<file path="src/verilog/ugp_regs.svh">
// register offsets, field positions, reset values and sizes of the gpio block
//
// Notes on behaviour
// - The core logic advances at twice the resonator rate, one core tick per resonator edge (12 MHz from 6 MHz).
// - Every general purpose line of both ports can raise an interrupt request toward the core.
// - A line interrupt is caught on an edge, never a level, and software picks rising or falling per line.
// - Each line has its own pull-up, on only while software has set its one bit per line and the line's data bit releases the line.
// - Each line's sink current is set by software to one of sixteen levels with a four-bit field per line.
// - The high-current port has LED-capable drive on every implemented line, fixed in hardware, while the other port stays a low-current port.
// - Each port has eight lines, bit 0 to bit 7, and the small variant implements only bits 0 to 3 of the high-current port.
// - The timing pin is an open-drain output with a Schmitt input whose every rising edge raises a wake interrupt.
`ifndef UGP_REGS_SVH
`define UGP_REGS_SVH

`define UGP_ADDR_W 8
`define UGP_DATA_W 8
`define UGP_P1_LINES 8

`define UGP_OFS_P0_DATA 8'h00
`define UGP_OFS_P1_DATA 8'h01
`define UGP_OFS_P0_STAT 8'h02
`define UGP_OFS_P1_STAT 8'h03
`define UGP_OFS_P0_IE 8'h04
`define UGP_OFS_P1_IE 8'h05
`define UGP_OFS_P0_EDGE 8'h06
`define UGP_OFS_P1_EDGE 8'h07
`define UGP_OFS_P0_PU 8'h08
`define UGP_OFS_P1_PU 8'h09
`define UGP_OFS_TIMING 8'h22
`define UGP_OFS_ISINK_HI 4'h3

`define UGP_RST_DATA 8'hFF
`define UGP_RST_IE 8'h00
`define UGP_RST_EDGE 8'h00
`define UGP_RST_PU 8'h00
`define UGP_RST_ISINK 4'h0

`define UGP_TIM_DRIVE_BIT 0
`define UGP_TIM_WAKE_EN_BIT 1
`define UGP_TIM_WAKE_ST_BIT 2
`define UGP_TIM_LEVEL_BIT 3

`endif

</file>
<file path="src/verilog/ugp_pkg.sv">
// types shared by the gpio block
package ugp_pkg;

  typedef struct packed {
    logic [7:0] addr;
    logic [7:0] wdata;
    logic wr;
    logic rd;
  } ugp_bus_req_t;

  typedef logic [15:0][3:0] ugp_sink_t;

endpackage : ugp_pkg

</file>
<file path="src/verilog/ugp_line.sv">
// one input line: synchroniser, edge detector and sticky status flag
`timescale 1ns/10ps
module ugp_line (
  input wire logic ref_clk_in,
  input wire logic rst_n_in,
  input wire logic pin_in,
  input wire logic rise_sel_in,
  input wire logic clear_in,
  output logic level_out,
  output logic status_out
);

  logic sync1_reg;
  logic sync2_reg;
  logic prev_reg;
  logic status_reg;
  logic status_next;
  logic edge_seen;

  // =====================================================
  // edge detection and sticky flag
  always_comb begin
    edge_seen = rise_sel_in ? (sync2_reg & ~prev_reg) : (~sync2_reg & prev_reg);
    // set wins over a clear in the same cycle
    status_next = edge_seen | (status_reg & ~clear_in);
  end

  always_ff @(posedge ref_clk_in) begin
    if (!rst_n_in) begin
      sync1_reg <= 1'b1;
      sync2_reg <= 1'b1;
      prev_reg <= 1'b1;
      status_reg <= 1'b0;
    end else begin
      sync1_reg <= pin_in;
      sync2_reg <= sync1_reg;
      prev_reg <= sync2_reg;
      status_reg <= status_next;
    end
  end

  assign level_out = sync2_reg;
  assign status_out = status_reg;

endmodule : ugp_line

</file>
<file path="src/verilog/ugp_gpio.sv">
// two gpio ports, timing pin, core tick doubler and register slave
`timescale 1ns/10ps
`include "ugp_regs.svh"
module ugp_gpio #(
  parameter int unsigned P1_LINES = `UGP_P1_LINES
) (
  input wire logic ref_clk_in,
  input wire logic rst_n_in,
  input wire ugp_pkg::ugp_bus_req_t bus_in,
  output logic [7:0] rd_data_out,
  input wire logic [7:0] low_current_port_lines_in,
  output logic [7:0] low_current_port_lines_out,
  output logic [7:0] low_current_port_lines_oe_out,
  output logic [7:0] low_current_port_pullup_en_out,
  input wire logic [7:0] high_current_port_lines_in,
  output logic [7:0] high_current_port_lines_out,
  output logic [7:0] high_current_port_lines_oe_out,
  output logic [7:0] high_current_port_pullup_en_out,
  output ugp_pkg::ugp_sink_t sink_level_out,
  output logic [15:0] high_drive_out,
  input wire logic timing_pin_in,
  output logic timing_pin_out,
  output logic timing_pin_oe_out,
  input wire logic resonator_input_in,
  output logic resonator_return_out,
  output logic core_tick_out,
  output logic irq_out
);

  // lines of the high-current port that exist in this variant
  localparam logic [7:0] P1_MASK = 8'((9'h001 << P1_LINES) - 9'h001);

  // =====================================================
  // per-line edge cells
  logic [15:0] pin_all;
  logic [15:0] level_all;
  logic [15:0] status_all;
  logic [15:0] clear_all;
  logic [15:0] rise_all;
  logic [7:0] p0_edge_reg;
  logic [7:0] p1_edge_reg;

  assign pin_all = {high_current_port_lines_in, low_current_port_lines_in};
  assign rise_all = {p1_edge_reg, p0_edge_reg};

  genvar gi;
  generate
    for (gi = 0; gi < 16; gi = gi + 1) begin : g_line
      if (gi < 8 + P1_LINES) begin : g_impl
        ugp_line u_line (
          .ref_clk_in(ref_clk_in),
          .rst_n_in(rst_n_in),
          .pin_in(pin_all[gi]),
          .rise_sel_in(rise_all[gi]),
          .clear_in(clear_all[gi]),
          .level_out(level_all[gi]),
          .status_out(status_all[gi])
        );
      end else begin : g_absent
        assign level_all[gi] = 1'b0;
        assign status_all[gi] = 1'b0;
      end
    end
  endgenerate

  // =====================================================
  // timing pin with rising-edge wake flag
  logic tim_level;
  logic tim_status;
  logic tim_clear;

  ugp_line u_timing (
    .ref_clk_in(ref_clk_in),
    .rst_n_in(rst_n_in),
    .pin_in(timing_pin_in),
    .rise_sel_in(1'b1),
    .clear_in(tim_clear),
    .level_out(tim_level),
    .status_out(tim_status)
  );

  // =====================================================
  // register write decode
  logic [7:0] p0_data_reg;
  logic [7:0] p0_data_next;
  logic [7:0] p1_data_reg;
  logic [7:0] p1_data_next;
  logic [7:0] p0_ie_reg;
  logic [7:0] p0_ie_next;
  logic [7:0] p1_ie_reg;
  logic [7:0] p1_ie_next;
  logic [7:0] p0_edge_next;
  logic [7:0] p1_edge_next;
  logic [7:0] p0_pu_reg;
  logic [7:0] p0_pu_next;
  logic [7:0] p1_pu_reg;
  logic [7:0] p1_pu_next;
  logic tim_drive_reg;
  logic tim_drive_next;
  logic tim_wake_en_reg;
  logic tim_wake_en_next;
  ugp_pkg::ugp_sink_t isink_reg;
  ugp_pkg::ugp_sink_t isink_next;

  always_comb begin
    p0_data_next = p0_data_reg;
    p1_data_next = p1_data_reg;
    p0_ie_next = p0_ie_reg;
    p1_ie_next = p1_ie_reg;
    p0_edge_next = p0_edge_reg;
    p1_edge_next = p1_edge_reg;
    p0_pu_next = p0_pu_reg;
    p1_pu_next = p1_pu_reg;
    tim_drive_next = tim_drive_reg;
    tim_wake_en_next = tim_wake_en_reg;
    isink_next = isink_reg;
    clear_all = 16'h0000;
    tim_clear = 1'b0;
    if (bus_in.wr) begin
      case (bus_in.addr)
        `UGP_OFS_P0_DATA: p0_data_next = bus_in.wdata;
        `UGP_OFS_P1_DATA: p1_data_next = bus_in.wdata | ~P1_MASK;
        `UGP_OFS_P0_STAT: clear_all[7:0] = bus_in.wdata;
        `UGP_OFS_P1_STAT: clear_all[15:8] = bus_in.wdata;
        `UGP_OFS_P0_IE: p0_ie_next = bus_in.wdata;
        `UGP_OFS_P1_IE: p1_ie_next = bus_in.wdata & P1_MASK;
        `UGP_OFS_P0_EDGE: p0_edge_next = bus_in.wdata;
        `UGP_OFS_P1_EDGE: p1_edge_next = bus_in.wdata & P1_MASK;
        `UGP_OFS_P0_PU: p0_pu_next = bus_in.wdata;
        `UGP_OFS_P1_PU: p1_pu_next = bus_in.wdata & P1_MASK;
        `UGP_OFS_TIMING: begin
          tim_drive_next = bus_in.wdata[`UGP_TIM_DRIVE_BIT];
          tim_wake_en_next = bus_in.wdata[`UGP_TIM_WAKE_EN_BIT];
          tim_clear = bus_in.wdata[`UGP_TIM_WAKE_ST_BIT];
        end
        default: begin
          if (bus_in.addr[7:4] == `UGP_OFS_ISINK_HI) begin
            isink_next[bus_in.addr[3:0]] = bus_in.wdata[3:0];
          end
        end
      endcase
    end
  end

  always_ff @(posedge ref_clk_in) begin
    if (!rst_n_in) begin
      p0_data_reg <= `UGP_RST_DATA;
      p1_data_reg <= `UGP_RST_DATA;
      p0_ie_reg <= `UGP_RST_IE;
      p1_ie_reg <= `UGP_RST_IE;
      p0_edge_reg <= `UGP_RST_EDGE;
      p1_edge_reg <= `UGP_RST_EDGE;
      p0_pu_reg <= `UGP_RST_PU;
      p1_pu_reg <= `UGP_RST_PU;
      tim_drive_reg <= 1'b0;
      tim_wake_en_reg <= 1'b0;
      isink_reg <= {16{`UGP_RST_ISINK}};
    end else begin
      p0_data_reg <= p0_data_next;
      p1_data_reg <= p1_data_next;
      p0_ie_reg <= p0_ie_next;
      p1_ie_reg <= p1_ie_next;
      p0_edge_reg <= p0_edge_next;
      p1_edge_reg <= p1_edge_next;
      p0_pu_reg <= p0_pu_next;
      p1_pu_reg <= p1_pu_next;
      tim_drive_reg <= tim_drive_next;
      tim_wake_en_reg <= tim_wake_en_next;
      isink_reg <= isink_next;
    end
  end

  // =====================================================
  // read data, standing one cycle after the strobe only
  logic [7:0] rd_data_reg;
  logic [7:0] rd_data_next;

  always_comb begin
    rd_data_next = 8'h00;
    if (bus_in.rd) begin
      case (bus_in.addr)
        `UGP_OFS_P0_DATA: rd_data_next = level_all[7:0];
        `UGP_OFS_P1_DATA: rd_data_next = level_all[15:8] & P1_MASK;
        `UGP_OFS_P0_STAT: rd_data_next = status_all[7:0];
        `UGP_OFS_P1_STAT: rd_data_next = status_all[15:8];
        `UGP_OFS_P0_IE: rd_data_next = p0_ie_reg;
        `UGP_OFS_P1_IE: rd_data_next = p1_ie_reg;
        `UGP_OFS_P0_EDGE: rd_data_next = p0_edge_reg;
        `UGP_OFS_P1_EDGE: rd_data_next = p1_edge_reg;
        `UGP_OFS_P0_PU: rd_data_next = p0_pu_reg;
        `UGP_OFS_P1_PU: rd_data_next = p1_pu_reg;
        `UGP_OFS_TIMING: begin
          rd_data_next[`UGP_TIM_DRIVE_BIT] = tim_drive_reg;
          rd_data_next[`UGP_TIM_WAKE_EN_BIT] = tim_wake_en_reg;
          rd_data_next[`UGP_TIM_WAKE_ST_BIT] = tim_status;
          rd_data_next[`UGP_TIM_LEVEL_BIT] = tim_level;
        end
        default: begin
          if (bus_in.addr[7:4] == `UGP_OFS_ISINK_HI) begin
            rd_data_next = {4'h0, isink_reg[bus_in.addr[3:0]]};
          end
        end
      endcase
    end
  end

  always_ff @(posedge ref_clk_in) begin
    if (!rst_n_in) begin
      rd_data_reg <= 8'h00;
    end else begin
      rd_data_reg <= rd_data_next;
    end
  end

  assign rd_data_out = rd_data_reg;

  // =====================================================
  // interrupt request: enabled line flags and enabled wake flag
  logic irq_reg;
  logic irq_next;

  always_comb begin
    irq_next = (|(status_all & {p1_ie_reg, p0_ie_reg})) | (tim_status & tim_wake_en_reg);
  end

  always_ff @(posedge ref_clk_in) begin
    if (!rst_n_in) begin
      irq_reg <= 1'b0;
    end else begin
      irq_reg <= irq_next;
    end
  end

  assign irq_out = irq_reg;

  // =====================================================
  // core tick on every resonator edge, doubling the rate
  logic osc_s1_reg;
  logic osc_s2_reg;
  logic osc_prev_reg;
  logic tick_reg;
  logic tick_next;
  logic ret_reg;
  logic ret_next;

  always_comb begin
    tick_next = osc_s2_reg ^ osc_prev_reg;
    ret_next = ~osc_s2_reg;
  end

  always_ff @(posedge ref_clk_in) begin
    if (!rst_n_in) begin
      osc_s1_reg <= 1'b0;
      osc_s2_reg <= 1'b0;
      osc_prev_reg <= 1'b0;
      tick_reg <= 1'b0;
      ret_reg <= 1'b1;
    end else begin
      osc_s1_reg <= resonator_input_in;
      osc_s2_reg <= osc_s1_reg;
      osc_prev_reg <= osc_s2_reg;
      tick_reg <= tick_next;
      ret_reg <= ret_next;
    end
  end

  assign core_tick_out = tick_reg;
  assign resonator_return_out = ret_reg;

  // =====================================================
  // pad controls: a zero data bit sinks the line, a one releases it
  // registered from the next values so the pads change on the write edge with no decode glitch
  logic [7:0] lo_oe_reg;
  logic [7:0] lo_oe_next;
  logic [7:0] lo_pull_reg;
  logic [7:0] lo_pull_next;
  logic [7:0] hi_oe_reg;
  logic [7:0] hi_oe_next;
  logic [7:0] hi_pull_reg;
  logic [7:0] hi_pull_next;

  always_comb begin
    lo_oe_next = ~p0_data_next;
    lo_pull_next = p0_pu_next & p0_data_next;
    hi_oe_next = ~p1_data_next & P1_MASK;
    hi_pull_next = p1_pu_next & p1_data_next;
  end

  always_ff @(posedge ref_clk_in) begin
    if (!rst_n_in) begin
      lo_oe_reg <= ~`UGP_RST_DATA;
      lo_pull_reg <= `UGP_RST_PU & `UGP_RST_DATA;
      hi_oe_reg <= ~`UGP_RST_DATA & P1_MASK;
      hi_pull_reg <= `UGP_RST_PU & `UGP_RST_DATA;
    end else begin
      lo_oe_reg <= lo_oe_next;
      lo_pull_reg <= lo_pull_next;
      hi_oe_reg <= hi_oe_next;
      hi_pull_reg <= hi_pull_next;
    end
  end

  assign low_current_port_lines_out = 8'h00;
  assign low_current_port_lines_oe_out = lo_oe_reg;
  assign low_current_port_pullup_en_out = lo_pull_reg;
  assign high_current_port_lines_out = 8'h00;
  assign high_current_port_lines_oe_out = hi_oe_reg;
  assign high_current_port_pullup_en_out = hi_pull_reg;
  assign sink_level_out = isink_reg;
  assign high_drive_out = {P1_MASK, 8'h00};
  assign timing_pin_out = 1'b0;
  assign timing_pin_oe_out = tim_drive_reg;

endmodule : ugp_gpio

</file>
<file path="config.mk">
export PLATFORM = sky130hd
export DESIGN_NAME = ugp_gpio
export DESIGN_NICKNAME = d
export VERILOG_FILES = /design/src/verilog/ugp_pkg.sv /design/src/verilog/ugp_line.sv /design/src/verilog/ugp_gpio.sv
export VERILOG_INCLUDE_DIRS = /design/src /design/src/verilog
export SDC_FILE = /design/constraint.sdc
export NUM_CORES = 1
export LEC_CHECK = 0
export BUFFER_PORTS_ARGS = -buffer_cell sky130_fd_sc_hd__buf_2
export CORE_UTILIZATION = 53
export CTS_BUF_LIST = sky130_fd_sc_hd__clkbuf_8
export CTS_CLUSTER_SIZE = 30
export DETAILED_ROUTE_END_ITERATION = 10
export PLACE_DENSITY = 0.79
export RECOVER_POWER = 50
export SETUP_SLACK_MARGIN = 0.1
export SLEW_MARGIN = 30
export SYNTH_ARGS = -nofsm -noshare
export SYNTH_HDL_FRONTEND = slang
export SYNTH_SLANG_ARGS = --single-unit
</file>
<file path="constraint.sdc">
create_clock -name ref_clk_in -period 1.7 [get_ports ref_clk_in]
set_input_delay 0.085 -clock ref_clk_in [delete_from_list [all_inputs] [get_ports ref_clk_in]]
set_output_delay 0.085 -clock ref_clk_in [all_outputs]
set_load 0.05 [all_outputs]
</file>
=== After elaboration in Yosys (flattened, before gate mapping) ===
Cells that the tools add are included.

* Memory bits (writable): 0
* Bits in registers: 244
* Memories: 0
* Output and inout bits: 141
* Bits in read-only memories: 0
* Bits in latches: 0

* Shift operators: 0
* Divide/modulo/power cells: 0
* Bitwise operators: 127
* $mul: 0
* $add $sub $neg: 0
* Reductions and logical operators: 11
* Eq/ne operators: 11
* Mux-type cells: 37
* Magnitude comparators: 2

{| class="wikitable"
|+ Operators by type and width
! cell !! number
|-
| one-hot mux 4 bit (11 select lines) || 2
|-
| two-way mux 8 bit || 10
|-
| bitwise mux 64 bit || 1
|-
| inverter 1 bit || 52
|-
| bitwise AND 1 bit || 51
|-
| == test 8 x 3 -> 1 bit, second input constant || 4
|-
| two-way mux 1 bit || 18
|-
| bitwise OR 1 bit || 18
|-
| bitwise AND 16 bit || 1
|-
| bitwise AND 8 bit || 2
|-
| binary-select mux 4 bit (select 4 bit) || 1
|-
| demux 4 bit (select 4 bit) || 1
|-
| == test 8 x 2 -> 1 bit, second input constant || 2
|-
| == test 8 x 4 -> 1 bit, second input constant || 2
|-
| two-way mux 16 bit || 1
|-
| inverter 8 bit || 2
|-
| OR reduction 16 bit || 1
|-
| two-way mux 4 bit || 3
|-
| AND reduction 2 bit || 6
|-
| OR reduction 11 bit || 1
|-
| == test 8 x 1 -> 1 bit, second input constant || 1
|-
| == test 8 x 6 -> 1 bit, second input constant || 1
|-
| logical NOT 8 bit || 1
|-
| less-than comparator 4 x 5 -> 1 bit, second input constant || 1
|-
| 5 further kinds || 5
|}

=== Logic depth before layout (Yosys ltp) ===
* Depth in word-level cells: 6
* Mapped depth: 8
* Gate-level depth less buffers: 5

=== Modules after synthesis ===
Synthesis repeated with hierarchy kept, for this count alone.

* Cells, all modules: 1105
* Area, all modules: 10537.6 um2

{| class="wikitable"
|+ Modules (own cells, without submodules)
! module !! cells an instance !! area each (um2) !! times used !! sequential area each (um2)
|-
| ugp_gpio || 918 || 8325.5 || 1 || 3523.4
|-
| ugp_line || 11 || 130.1 || 17 || 80.1
|}

=== Worst setup path after synthesis ===
Ideal clock, no wire load.

* Path type: input port to flip-flop
* Start point: input port bus_in[15] (netlist name)
* End point: register g_line[10].g_impl.u_line.status_reg
* Required time: 1585 ps
* Slack: -99 ps
* Buffers on the path: 3
* Stages: 8
* Arrival: 1684 ps
* Cell sequence: buf_6 -> or4_4 -> buf_6 -> nor3_4 -> and3_1 -> buf_6 -> a21boi_2 -> o21a_1

* Cells in the longest elaborated chain, start to end: 6

{| class="wikitable"
|+ RTL lines
! what !! RTL line !! RTL
|-
| start, declared || ugp_gpio.sv:9 || <nowiki>input wire ugp_pkg::ugp_bus_req_t bus_in,</nowiki>
|-
| == test 8 x 2 -> 1 bit || ugp_gpio.sv:120 || <nowiki>case (bus_in.addr)</nowiki>
|-
| two-way mux 8 bit || ugp_gpio.sv:120 ||
|-
| two-way mux 16 bit || ugp_gpio.sv:119 || <nowiki>if (bus_in.wr) begin</nowiki>
|-
| inverter 1 bit || ugp_line.sv:25 || <nowiki>status_next = edge_seen | (status_reg & ~clear_in);</nowiki>
|-
| bitwise AND 1 bit || ugp_line.sv:25 ||
|-
| bitwise OR 1 bit || ugp_line.sv:25 ||
|-
| end signal, assigned || ugp_line.sv:38 || <nowiki>status_reg <= status_next;</nowiki>
|-
| end, declared || ugp_line.sv:16 || <nowiki>logic status_reg;</nowiki>
|}

Every way passes these cells.
A chain may end at the register's enable or synchronous reset.

=== Worst setup path after layout ===
* Start point: register isink_reg (netlist bit sink_level_out[29])
* End point: register rd_data_reg[1] (netlist: rd_data_out[1])

* Cells in the longest elaborated chain, start to end: 4

{| class="wikitable"
|+ RTL lines
! what !! RTL line !! RTL
|-
| start, declared || ugp_gpio.sv:102 || <nowiki>ugp_pkg::ugp_sink_t isink_reg;</nowiki>
|-
| start signal, assigned || ugp_gpio.sv:157 || <nowiki>isink_reg <= {16{`UGP_RST_ISINK}};</nowiki>
|-
| start signal, assigned || ugp_gpio.sv:169 || <nowiki>isink_reg <= isink_next;</nowiki>
|-
| binary-select mux 4 bit (select 4 bit) || ugp_gpio.sv:200 || <nowiki>rd_data_next = {4'h0, isink_reg[bus_in.addr[3:0]]};</nowiki>
|-
| two-way mux 4 bit (not written as such) || ugp_gpio.sv:200 ||
|-
| two-way mux 4 bit || ugp_gpio.sv:199 || <nowiki>if (bus_in.addr[7:4] == `UGP_OFS_ISINK_HI) begin</nowiki>
|-
| one-hot mux 4 bit (11 select lines) || ugp_gpio.sv:181 || <nowiki>case (bus_in.addr)</nowiki>
|-
| end signal, assigned || ugp_gpio.sv:211 || <nowiki>rd_data_reg <= rd_data_next;</nowiki>
|-
| end, declared || ugp_gpio.sv:175 || <nowiki>logic [7:0] rd_data_reg;</nowiki>
|}

Every way passes these cells. The select of a mux whose other input is x is not followed.

==> qor.yml <==
drv_cap: 0
h-tree-depth: 2
fin_hold_ws_ns: 0.0708
layout-drive-gt1-share: 0.229
worst_pin_slew_ns: 0.873
coreArea_sq_um: 19000
synth.area.top_cells: "dfxtp_1 (47%), mux2i_1 (7.8%), nand2_1 (5.0%)"
num_io_pins: 179
slew_viol_final: 0
firstDrtPassIters: 5
grt_use_total: 0.273
skew_ns: 0.0230
yosysMostFrequentCell: "dfxtp_1"
portBuffers: 145
outcome: "complete, no violations"
start_kind: "flop"
finalCritPeriodShare: 0.934
vdd_ir_drop_max_v: 0.000544
drcViolationCount: 0
place_area_sq_um: 11700
wl_mm: 27.8
worst_ep_required_time_ns: 2.10
cp_top_family: "multiplexers"
root_buffer: "clkbuf_8"
final_hold_viol_count: 0
slowest_delay_ns: 0.47
grt_pass1_wl_mm: 43.3
setup_ws_ns: 0.113
gp_congestion: 0.913
initial_core_util: 0.549
layout.nets: 1349
die_h_microns: 142
cts_tree: "built"
power.density_nw_per_um2: 981
cts_buffer_depth: 3
num_rows: 50
synth_area_sq_um: 10400
yosysWarningCount: 0
hold_path_class: "input port to flop"
crit_type: "flop to flop"
final_area_sq_um: 12900
syn_area_per_cell_sq_um: 9.43
cts.sinks: 244
clkLatencyLatePin_ns: 0.53
ys_seq_area_frac: 0.468
die_area_sq_um: 20300
antenna_found_initial: 0
grt_pass1_vias: 8134
finalCriticalPeriod_ns: 1.59
max-slew-margin-rel: 0.418
synth_flop_cell: "dfxtp_1"
fin_util: 0.678
cp-end-kind: "flop"
syn2layout_area_growth_pct: 23.4
synth_top_area_cell: "dfxtp_1"
synth.distinct_cells: 52
cp_slowest_cell: "mux4_2"
crit_chain: "mux4_2, mux2i_2, nor2_2, a2111oi_2, a31oi_1"
antenna_left: 0
largest_reg_flops: 64
leakagePower_nw: 5.51
yosys_register_bits: 244
die_w_microns: 142
clkTransAtPathRegs_ns: 0.06
vias: 8752
setup_viol: 0
cts_inserted_buffers: 40
hpwlAfterDp_mm: 19.3
rsz0062_at_grt: "true"
cp.arrival_ns: 1.99
yosys-top-cells-count: "dfxtp_1 (244), nand2_1 (139), mux2i_1 (81)"
critPathBufInv: 0
grt_overflow: 0
fmax_mhz: 630
drt_iter0_markers: 812
wl_per_cell_microns: 17.4
synthArstFlopShare: 0
diodes: 0
netlist_instances: 1107
netlist.area_leader.share: 0.468
dp_slack_ns: -0.115
synth-edff-count: 0
worstPathMaxFanout: 3
grt_max_degree: 66
avgViaCountPerCell: 5.48
[per-layer routing]
metal	up-vias	global-route usage	share of wire	wire, microns
met5	-	0	0	0
met4	0	0.110	0.023	645
met3	55	0.0468	0.073	2020
met2	353	0.437	0.46	12900
met1	4174	0.365	0.44	12300
li1	4170	-	-	-
[cell type report]
type	instances	area, sq um
sequential	244	4900
clock inverter	21	267
inverter	19	71.3
multi-input combinational	755	5000
clock buffer	48	661
fill	1540	6130
tap	260	325
timing repair buffer	251	1660
[logic make-up (layout without fill, tap and decap cells)]
family	after synthesis	count (layout)	share of synthesized area
AND/OR/NAND/NOR	430	430	0.207
flip-flops	244	244	0.468
AO/OA/AOI/OAI	184	184	0.131
buffers and inverters	139	339	0.0670
multiplexers	107	107	0.125
other	2	33	0.000719
XOR/XNOR	1	1	0.000839
[layout by cell type, fill, tap and decap left out, types with 18 or more instances in the layout]
cell type and instances:
clkbuf_1 35, nand2_1 139, conb_1 33, mux2i_1 79
dlygate4sd3_1 27, nand2b_1 52, dfxtp_1 231, buf_2 113
buf_4 59, a21boi_0 68, inv_1 30, o21ai_0 23
nor2_1 58, nor2b_1 61, clkbuf_8 48, nand3_1 71
mux4_2 18
[report_power, final]
part           internal [mW]  switching (mW)
registers               5.80          0.0609
logic                  0.324           0.558
clock network           3.62            2.30
[worst register-to-register path, cell delays in order, from the launching register on]
cell	delay [ns]
dfxtp_4	0.35
mux4_2	0.47
mux2i_2	0.24
nor2_2	0.07
a2111oi_2	0.21
a31oi_1	0.12
[per-stage QoR]
step	total power, mW	std cells	TNS (ns)
final	12.7	1598	0
after detailed placement	6.80	1502	-0.643
after global routing	13.1	1598	0
after floorplan	6.59	1138	0
after CTS	12.7	1598	0
after global placement	6.80	1502	-0.161
[path summary, 6_finish.rpt]
check / from / end / slack, ns / cells after the start
worst max-delay path: sink_level_out[29] / rd_data_out[1] / 0.11 / 5
worst min-delay path: bus_in[17] / rd_data_out[2] / 0.07 / 5
worst max register to register: sink_level_out[29] / rd_data_out[1] / 0.11 / 5
worst min register to register: g_line[10].g_impl.u_line.sync1_reg / g_line[10].g_impl.u_line.level_out / 0.40 / 1
[what timing repair did]
action	CTS	global route
hold buffers	27	0
cloned	0	0
pin swaps	2	0
setup endpoints to repair	1	3
hold endpoints to repair	61	0
resized for setup	4	3
setup buffers	0	0
Note: power is estimated with default switching activity, not from simulation.
